### src/inc/adcfc_pkg.sv
// constants for the converter control and result fifo block
`default_nettype none
package adcfc_pkg;
	localparam int unsigned CLK_FREQ_HZ = 25000000;
	localparam int unsigned CONV_TIME_NS = 5000;
	localparam int unsigned CONV_CYCLES = (CONV_TIME_NS * (CLK_FREQ_HZ / 1000000) + 999) / 1000;
	localparam int unsigned FIFO_DEPTH = 256;
	localparam int unsigned FIFO_AW = 8;
	localparam int unsigned SAMPLE_W = 12;
	localparam int unsigned WORD_W = 16;
	localparam int unsigned STAT_HAS_DATA_BIT = 13;
	localparam int unsigned STAT_OVERRUN_N_BIT = 12;
	localparam int unsigned STAT_OVERFLOW_N_BIT = 11;
	localparam int unsigned STAT_ACQ_DONE_BIT = 10;
	localparam int unsigned STAT_BUSY_BIT = 9;
	localparam int unsigned CHAN_MSB = 7;
	localparam int unsigned CHAN_LSB = 4;
	localparam int unsigned GAIN_MSB = 3;
	localparam int unsigned GAIN_LSB = 1;
	localparam int unsigned CG_DEPTH = 16;
	localparam int unsigned CG_AW = 4;
	localparam logic [SAMPLE_W-1:0] SIGN_FLIP = 12'h800;
endpackage : adcfc_pkg
`default_nettype wire

### src/core/adcfc_skid.sv
// two-entry valid/ready buffer on the result path
`timescale 1ns/1ps
`default_nettype none
module adcfc_skid #(
	parameter int unsigned WIDTH = 12
) (
	input wire logic clk_i,
	input wire logic reset_i,
	input wire logic flush_i,
	input wire logic in_valid_i,
	output logic in_ready_o,
	input wire logic [WIDTH-1:0] in_data_i,
	output logic out_valid_o,
	input wire logic out_ready_i,
	output logic [WIDTH-1:0] out_data_o
);
	logic [WIDTH-1:0] mem_ff [2];
	logic wr_ptr_ff;
	logic rd_ptr_ff;
	logic [1:0] cnt_ff;
	logic push;
	logic pop;

	assign push = in_valid_i && in_ready_o;
	assign pop = out_valid_o && out_ready_i;
	assign in_ready_o = (cnt_ff != 2'h2);
	assign out_valid_o = (cnt_ff != 2'h0);
	assign out_data_o = mem_ff[rd_ptr_ff];

	always_ff @(posedge clk_i) begin
		if (push) begin
			mem_ff[wr_ptr_ff] <= in_data_i;
		end
	end

	always_ff @(posedge clk_i) begin
		if (reset_i || flush_i) begin
			wr_ptr_ff <= 1'b0;
			rd_ptr_ff <= 1'b0;
			cnt_ff <= 2'h0;
		end else begin
			if (push) begin
				wr_ptr_ff <= ~wr_ptr_ff;
			end
			if (pop) begin
				rd_ptr_ff <= ~rd_ptr_ff;
			end
			cnt_ff <= 2'(cnt_ff + {1'b0, push} - {1'b0, pop});
		end
	end
endmodule : adcfc_skid
`default_nettype wire

### src/core/adcfc_top.sv
// converter start, conversion timing, result fifo and status flags
// Contract
// a host write of zero to the soft convert strobe starts exactly one conversion.
// an active-low pulse on ext_convert_n starts one conversion as the alternative start.
// each finished conversion is pushed into the result fifo without host action.
// status bit 13 is set while the fifo holds a result and clear when it is empty.
// a fifo data read pops the oldest result and has-data drops when the fifo empties.
// software reads the fifo only while has-data is set, since an empty read is meaningless.
// has-data becomes set about five microseconds after a conversion is started.
// storing more than 256 results before a read drives the active-low overflow flag low.
// a start during a conversion in progress drives the active-low overrun flag low.
// the converter clear strobe restores both error flags, clears pending requests, the fifo and acq-complete; only flag events in the same cycle win.
// with unipolar_select set, results are straight binary 0 to 4095.
// with unipolar_select clear, results are two's complement -2048 to +2047 sign-extended.
// software selects channel bits 7:4 and gain bits 3:1 by an entry write then a load write.
// software clears the channel/gain memory before loading entries.
// zeroed command registers and the clear writes leave dma, interrupts, dither, calibration off and fifo empty.
// software empties the fifo before starting conversions.
// the external pulse is synchronised and its falling edge gives one single-cycle start.
`timescale 1ns/1ps
`default_nettype none
module adcfc_top
	import adcfc_pkg::*;
#(
	parameter int unsigned DEPTH = FIFO_DEPTH,
	parameter int unsigned CONV_CNT = CONV_CYCLES
) (
	input wire logic clk_i,
	input wire logic reset_i,
	input wire logic soft_convert_strobe_i,
	input wire logic [WORD_W-1:0] soft_convert_data_i,
	input wire logic ext_convert_n_i,
	input wire logic converter_clear_strobe_i,
	input wire logic unipolar_select_i,
	input wire logic cmd1_write_i,
	input wire logic cmd2_write_i,
	input wire logic [WORD_W-1:0] cmd_data_i,
	input wire logic chan_gain_clear_i,
	input wire logic chan_gain_entry_i,
	input wire logic [7:0] chan_gain_data_i,
	input wire logic chan_gain_load_i,
	input wire logic fifo_read_i,
	input wire logic [SAMPLE_W-1:0] adc_sample_i,
	output logic [WORD_W-1:0] fifo_data_o,
	output logic [WORD_W-1:0] status_o,
	output logic fifo_has_data_o,
	output logic convert_start_o,
	output logic [3:0] chan_sel_o,
	output logic [2:0] gain_sel_o,
	output logic dma_enable_o,
	output logic irq_enable_o,
	output logic dither_enable_o,
	output logic calib_enable_o,
	output logic acq_complete_flag_o
);
	typedef enum logic [0:0] {ADCFC_IDLE, ADCFC_CONV} adcfc_state_t;

	localparam int unsigned CNT_W = $clog2(CONV_CNT + 1);
	localparam int unsigned CNT_AW = $clog2(DEPTH + 1);
	localparam int unsigned PTR_W = $clog2(DEPTH);

	adcfc_state_t state_ff;
	logic [CNT_W-1:0] conv_cnt_ff;
	logic ext_meta_ff, ext_sync_ff, ext_prev_ff;
	logic ext_fall;
	logic soft_start;
	logic start;
	logic conv_done;
	logic overflow_n_ff, overrun_n_ff, acq_complete_ff;
	logic [SAMPLE_W-1:0] mem_ff [DEPTH];
	logic [$clog2(DEPTH)-1:0] wr_ptr_ff, rd_ptr_ff;
	logic [CNT_AW-1:0] count_ff;
	logic buf_valid, buf_ready;
	logic [SAMPLE_W-1:0] buf_data;
	logic fifo_full, fifo_push, fifo_pop;
	logic [3:0] cg_chan_ff;
	logic [2:0] cg_gain_ff;
	logic [CG_AW-1:0] cg_wr_ff, cg_rd_ff;
	logic [6:0] cg_mem_ff [CG_DEPTH];

	// ext pin: two flops before any logic looks at it
	always_ff @(posedge clk_i) begin
		if (reset_i) begin
			ext_meta_ff <= 1'b1;
			ext_sync_ff <= 1'b1;
			ext_prev_ff <= 1'b1;
		end else begin
			ext_meta_ff <= ext_convert_n_i;
			ext_sync_ff <= ext_meta_ff;
			ext_prev_ff <= ext_sync_ff;
		end
	end
	assign ext_fall = ext_prev_ff && !ext_sync_ff;
	assign soft_start = soft_convert_strobe_i && (soft_convert_data_i == '0);
	assign start = (soft_start || ext_fall) && !converter_clear_strobe_i;

	// conversion timer; a start while busy is refused and flagged
	always_ff @(posedge clk_i) begin
		if (reset_i || converter_clear_strobe_i) begin
			state_ff <= ADCFC_IDLE;
			conv_cnt_ff <= '0;
		end else begin
			unique case (state_ff)
				ADCFC_IDLE: begin
					if (start) begin
						state_ff <= ADCFC_CONV;
						conv_cnt_ff <= CNT_W'(CONV_CNT - 1);
					end
				end
				ADCFC_CONV: begin
					if (conv_done) begin
						state_ff <= ADCFC_IDLE;
					end else begin
						conv_cnt_ff <= conv_cnt_ff - CNT_W'(1);
					end
				end
			endcase
		end
	end
	// at zero with the buffer not ready the timer wraps and counts down again, so the result waits for a later zero
	assign conv_done = (state_ff == ADCFC_CONV) && (conv_cnt_ff == '0) && buf_ready;

	always_ff @(posedge clk_i) begin
		if (reset_i) begin
			convert_start_o <= 1'b0;
		end else begin
			convert_start_o <= start && (state_ff == ADCFC_IDLE);
		end
	end

	adcfc_skid #(.WIDTH(SAMPLE_W)) u_skid (
		.clk_i(clk_i),
		.reset_i(reset_i),
		.flush_i(converter_clear_strobe_i),
		.in_valid_i(conv_done),
		.in_ready_o(buf_ready),
		.in_data_i(unipolar_select_i ? adc_sample_i : (adc_sample_i ^ SIGN_FLIP)),
		.out_valid_o(buf_valid),
		.out_ready_i(1'b1),
		.out_data_o(buf_data)
	);

	// a word arriving at a full fifo is dropped and flagged on the active-low overflow flag
	assign fifo_full = (count_ff == CNT_AW'(DEPTH));
	assign fifo_push = buf_valid && !fifo_full;
	assign fifo_pop = fifo_read_i && (count_ff != '0);

	always_ff @(posedge clk_i) begin
		if (fifo_push) begin
			mem_ff[wr_ptr_ff] <= buf_data;
		end
	end

	always_ff @(posedge clk_i) begin
		if (reset_i || converter_clear_strobe_i) begin
			wr_ptr_ff <= '0;
			rd_ptr_ff <= '0;
			count_ff <= '0;
		end else begin
			if (fifo_push) begin
				wr_ptr_ff <= wr_ptr_ff + PTR_W'(1);
			end
			if (fifo_pop) begin
				rd_ptr_ff <= rd_ptr_ff + PTR_W'(1);
			end
			count_ff <= CNT_AW'(count_ff + {{(CNT_AW-1){1'b0}}, fifo_push} - {{(CNT_AW-1){1'b0}}, fifo_pop});
		end
	end

	// read data registered on every read strobe, even with the fifo empty; sign-extended in two's complement mode
	always_ff @(posedge clk_i) begin
		if (reset_i) begin
			fifo_data_o <= '0;
		end else if (fifo_read_i) begin
			if (unipolar_select_i) begin
				fifo_data_o <= {{(WORD_W-SAMPLE_W){1'b0}}, mem_ff[rd_ptr_ff]};
			end else begin
				fifo_data_o <= {{(WORD_W-SAMPLE_W){mem_ff[rd_ptr_ff][SAMPLE_W-1]}}, mem_ff[rd_ptr_ff]};
			end
		end
	end

	// error flags: events win over the clear strobe
	always_ff @(posedge clk_i) begin
		if (reset_i) begin
			overflow_n_ff <= 1'b1;
			overrun_n_ff <= 1'b1;
			acq_complete_ff <= 1'b0;
		end else begin
			if (buf_valid && fifo_full) begin
				overflow_n_ff <= 1'b0;
			end else if (converter_clear_strobe_i) begin
				overflow_n_ff <= 1'b1;
			end
			if ((soft_start || ext_fall) && (state_ff == ADCFC_CONV)) begin
				overrun_n_ff <= 1'b0;
			end else if (converter_clear_strobe_i) begin
				overrun_n_ff <= 1'b1;
			end
			if (conv_done) begin
				acq_complete_ff <= 1'b1;
			end else if (converter_clear_strobe_i) begin
				acq_complete_ff <= 1'b0;
			end
		end
	end

	// status is registered from the current occupancy, like fifo_has_data_o, so the two agree
	always_ff @(posedge clk_i) begin
		if (reset_i) begin
			status_o <= {2'h0, 1'b0, 1'b1, 1'b1, 11'h000};
			fifo_has_data_o <= 1'b0;
		end else begin
			status_o <= '0;
			status_o[STAT_HAS_DATA_BIT] <= (count_ff != '0);
			status_o[STAT_OVERRUN_N_BIT] <= overrun_n_ff;
			status_o[STAT_OVERFLOW_N_BIT] <= overflow_n_ff;
			status_o[STAT_ACQ_DONE_BIT] <= acq_complete_ff;
			status_o[STAT_BUSY_BIT] <= (state_ff == ADCFC_CONV);
			fifo_has_data_o <= (count_ff != '0);
		end
	end

	always_ff @(posedge clk_i) begin
		if (reset_i) begin
			acq_complete_flag_o <= 1'b0;
		end else begin
			acq_complete_flag_o <= acq_complete_ff;
		end
	end

	// command registers: zero writes leave every feature off
	always_ff @(posedge clk_i) begin
		if (reset_i) begin
			dma_enable_o <= 1'b0;
			irq_enable_o <= 1'b0;
			dither_enable_o <= 1'b0;
			calib_enable_o <= 1'b0;
		end else begin
			if (cmd1_write_i) begin
				dma_enable_o <= cmd_data_i[0];
				irq_enable_o <= cmd_data_i[1];
			end
			if (cmd2_write_i) begin
				dither_enable_o <= cmd_data_i[0];
				calib_enable_o <= cmd_data_i[1];
			end
		end
	end

	// channel/gain memory; load steps to the next entry and wraps after the last written
	always_ff @(posedge clk_i) begin
		if (chan_gain_entry_i) begin
			cg_mem_ff[cg_wr_ff] <= {chan_gain_data_i[CHAN_MSB:CHAN_LSB], chan_gain_data_i[GAIN_MSB:GAIN_LSB]};
		end
	end

	always_ff @(posedge clk_i) begin
		if (reset_i || chan_gain_clear_i) begin
			cg_wr_ff <= '0;
			cg_rd_ff <= '0;
			cg_chan_ff <= '0;
			cg_gain_ff <= '0;
		end else begin
			if (chan_gain_entry_i) begin
				cg_wr_ff <= cg_wr_ff + CG_AW'(1);
			end
			if (chan_gain_load_i && (cg_wr_ff != '0)) begin
				cg_chan_ff <= cg_mem_ff[cg_rd_ff][6:3];
				cg_gain_ff <= cg_mem_ff[cg_rd_ff][2:0];
				cg_rd_ff <= ((cg_rd_ff + CG_AW'(1)) == cg_wr_ff) ? '0 : (cg_rd_ff + CG_AW'(1));
			end
		end
	end

	always_ff @(posedge clk_i) begin
		if (reset_i) begin
			chan_sel_o <= '0;
			gain_sel_o <= '0;
		end else begin
			chan_sel_o <= cg_chan_ff;
			gain_sel_o <= cg_gain_ff;
		end
	end
endmodule : adcfc_top
`default_nettype wire

### config.mk
export PLATFORM = sky130hd
export DESIGN_NAME = adcfc_top
export DESIGN_NICKNAME = d
export VERILOG_FILES = /design/src/inc/adcfc_pkg.sv /design/src/core/adcfc_skid.sv /design/src/core/adcfc_top.sv
export SDC_FILE = /design/constraint.sdc
export NUM_CORES = 2
export LEC_CHECK = 0
export ABC_AREA = 0
export BUFFER_PORTS_ARGS = -buffer_cell sky130_fd_sc_hd__buf_2
export CAP_MARGIN = 30
export CORE_MARGIN = 2
export CORE_UTILIZATION = 45
export DETAILED_ROUTE_END_ITERATION = 7
export GPL_TIMING_DRIVEN = 0
export PLACE_DENSITY = 0.66
export SETUP_SLACK_MARGIN = 0.1
export SLEW_MARGIN = 40
export SYNTH_ARGS = -nofsm -noshare
export SYNTH_HDL_FRONTEND = slang
export SYNTH_SLANG_ARGS = --single-unit
### constraint.sdc
create_clock -name clk_i -period 3.82 [get_ports clk_i]
set_input_delay 0.764 -clock clk_i [delete_from_list [all_inputs] [get_ports clk_i]]
set_output_delay 0.764 -clock clk_i [all_outputs]
set_load 0.01 [all_outputs]
==> metrics.md <==
| Metric | Value |
|---|---|
| Status | `finished, final reports clean` |
| Number of enable flip-flop cells after synthesis | `3208` |
| Gate Count Post-Synth | `5463` |
| Clock sinks | `3305` |
| RSZ-0062 raised after global routing | `yes` |
| 1st-iter DRT viols | `8719` |
| Worst VDD drop | `503.8 uV` |
| Simple-gate area share of the yosys netlist | `2.011%` |
| Placed cells | `9349` |
| Final Net Count | `6089` |
| Adder-cell area share of the yosys netlist | `0.2424%` |
| Starting Density | `45.10%` |
| Crit-path max FO | `12` |
| Num rows | `195` |
| Final cell count without fillers | `10010` |
| CP cell instances | `clkbuf_1 -> nor2b_1 -> nand3_1 -> clkbuf_2 -> nor2_4` |
| Clock-pin slew on the worst setup and hold paths | `0.06 ns` |
| I/O pins | `110` |
| Worst Hold Class | `input port to register` |
| Pint | `60860 uW` |
| Top cell type's share of synthesized area | `75.86%` |
| Async S/R FF share, synth | `0%` |
| Final Cell Area | `0.1482 sq mm` |
| Critical path required time | `4.33 ns` |
| Ys flop type | `edfxtp_1` |
| Total Wirelength | `337500 um` |
| Commonest cells after routing, fill and taps aside | `edfxtp_1 (3208), mux4_2 (1000), clkbuf_16 (335)` |
| Compound-Gate Fraction of Synth Area | `0.7065%` |
| Synth top area cells | `edfxtp_1 (76%), mux4_2 (18%), dfxtp_1 (1.5%)` |
| Clock Skew | `0.08098 ns` |
| Reg power frac | `50.4%` |
| WL/cell | `33.72 um` |
| Hold path startpoint | `adc_sample_i[10]` |
| Worst EP arrival | `4.28 ns` |
| Area leader, netlist | `edfxtp_1` |
| Hold Fails Final Rpt | `0` |
| Setup-failing EPs final | `0` |
| CTS tree | `built` |
| # H-tree levels | `5` |
| Most common cell after layout, fill and taps aside | `edfxtp_1` |
| Mux share of post-synthesis cell area | `18.17%` |
| RR Startpoint | `wr_ptr_ff[4]` |
| Mapped Area | `0.1270 sq mm` |
| Storage cell area | `0.09827 sq mm` |
| Multi-input gate area | `0.02942 sq mm` |
| Grt ovf | `0` |
| Comb power frac | `9.0%` |
| Via count of the first global-routing pass | `61080` |
| WS Path Type | `register to register` |
| Final period util | `98.58%` |
| Seq/Total Area, Yosys | `77.39%` |
| Layout cells sized above 1 | `35.90%` |
| Largest family of logic cells by synthesized area | `multiplexers` |
| PD cells | `527.4 mW/mm^2` |
| TritonCTS Buffers | `328` |
| Largest net degree at the start of global routing | `111` |
| Slew Viols, Final | `0` |
| Port buffer count | `81` |
| Total Die Area | `0.2865 sq mm` |
| DRC | `0` |
| Detailed Place HPWL | `223400 um` |
| Pleak | `0.04453 uW` |
| Tmin final | `3.766 ns` |
| First-pass GRT wire length | `471300 um` |
| Clock share of power | `40.5%` |
| Worst slew pin tran | `0.9402 ns` |
| CP max-delay cell | `nor2b_1` |
| Netlist cell types | `60` |
| Crit. End Element | `register` |
| # fillers | `20990` |
| 1st-pass router iterations | `8` |
| Net Sw Power | `17300 uW` |
| Area Growth Syn to Fin | `16.71%` |
| Register bit total from synthesis | `3305` |
| Setup crit start kind | `register` |
| Core area | `0.2816 sq mm` |
| Root cell of the clock tree | `clkbuf_16` |
| Max Cap Violations | `0` |
| Placed Area | `0.1349 sq mm` |
| Cts hold-fix bufs | `0` |
| Crit path from | `wr_ptr_ff[4]` |
| Die Span Y | `535.2 um` |
| Final ANT Viol Nets | `0` |
| Initial antenna violation count | `14` |
| Xor/xnor share of the synthesized area | `0.2138%` |
| Post-DR vias/cell | `6.180` |
| Worst relative slew slack | `37.32%` |
| Final GP Congestion | `0.9219` |
| Global Route Usage Sum | `23.40%` |
| CP peak stage delay | `0.72 ns` |
| Maximum clock rate | `265.6 MHz` |
| Switching Share | `22.13%` |
| Clk_lat worst skew | `0.89 ns` |
| Die X | `535.2 um` |
| DR vias | `61850` |
| YS warnings | `0` |
| Syn avg cell area | `23.24 sq um` |
| Max Buffers Root-to-Sink | `4` |
-- cell families (layout without fill, tap and decap cells) --
kind of cell / Yosys count / after routing
flops: 3305 / 3305
mux: 1053 / 1053
simple gates: 569 / 569
buf+inv: 350 / 1136
compound gates: 130 / 130
xor+xnor: 31 / 31
fa+ha+maj: 24 / 24
other cells: 1 / 17
-- registers in the layout, indices dropped and copies added, names as in the netlist, 2 cells and up, named ones only --
name / flops
cg_chan_ff: 4
cg_gain_ff: 3
cg_mem_ff: 112
cg_rd_ff: 4
cg_wr_ff: 4
chan_sel_o: 4
conv_cnt_ff: 7
count_ff: 9
fifo_data_o: 13
gain_sel_o: 3
mem_ff: 3072
rd_ptr_ff: 8
status_o: 5
u_skid.cnt_ff: 2
u_skid.mem_ff: 24
wr_ptr_ff: 8
-- power by group through the flow --
stage | clock, uW | combinational [uW] | sequential [uW]
finish | 31700 | 7070 | 39400
global placement | 0 | 6560 | 40200
floorplan | 0 | 4450 | 40200
global route | 33300 | 7330 | 39400
detailed placement | 0 | 6640 | 40200
CTS | 32000 | 6970 | 39400
-- worst paths after layout --
kind	endpoint	slack, ns	cells after the start
min reg2reg	ext_sync_ff	0.44	1
min	u_skid.mem_ff[1][10]	0.06	1
max	mem_ff[120][9]	0.05	5
max reg2reg	mem_ff[120][9]	0.05	5
-- area by class of cell --
| cell class | count | area share, % |
|---|---|---|
| inverter | 28 | 0.07091 |
| antenna | 6 | 0.01013 |
| tap | 3743 | 3.160 |
| multi-input combinational | 1818 | 19.85 |
| timing repair buffer | 198 | 1.866 |
| sequential | 3305 | 66.31 |
| clock inverter | 160 | 1.077 |
| clock buffer | 428 | 5.953 |
| buffer | 322 | 1.704 |
-- cells in the mapped netlist (11+ instances only) --
cell type / n
mux4_2: 1000
nand4_1: 15
ha_1: 23
buf_2: 104
nor3_1: 15
dfxtp_1: 97
mux2_2: 18
nor2b_1: 46
o21ai_0: 13
nand2_1: 64
xor2_1: 18
buf_4: 36
mux2i_1: 35
edfxtp_1: 3208
o2111ai_1: 11
nand2b_1: 11
nor2_1: 324
clkbuf_1: 143
a21oi_1: 45
xnor2_1: 13
inv_1: 27
nand3_1: 37
buf_1: 36
and2_1: 17
-- critical path: cells and delay by family, from the launching register on --
kind | cells | cell delay (ns)
buffers and inverters | 2 | 1.06
and+or+nand+nor | 3 | 2.00
DFF | 1 | 0.30
-- what timing repair did --
item                       4_1_cts  5_1_grt
buffers inserted                35       29
pin swaps                       27       34
setup endpoints to repair     2292      705
gates resized for setup        371       87
-- stage by stage --
stage                      TNS, ns  setup slack, ns  hold WS [ns]  total power, uW  utilization [%]
after CTS                        0          0.06145       0.01808            78320            52.31
after floorplan                  0           0.4490        0.3895            44600                -
after detailed placement   -680.89           -1.424        0.4126            46820            47.91
after global placement    -8040.55           -2.223        0.3944            46760            46.92
final                            0          0.05438       0.06437            78160            52.64
after global routing      -0.03981         -0.03981       0.03622            80040            52.64
-- routing by layer --
| layer | vias up | share of wire, % | GRT usage [%] |
|---|---|---|---|
| met1 | 33460 | 37 | 31.69 |
| met3 | 684 | 10 | 5.413 |
| met2 | 3448 | 48 | 36.68 |
| met4 | 8 | 4.6 | 9.957 |
| met5 | - | 0.083 | 0 |
| li1 | 24250 | - | - |
(Power assumes the default switching activity.)
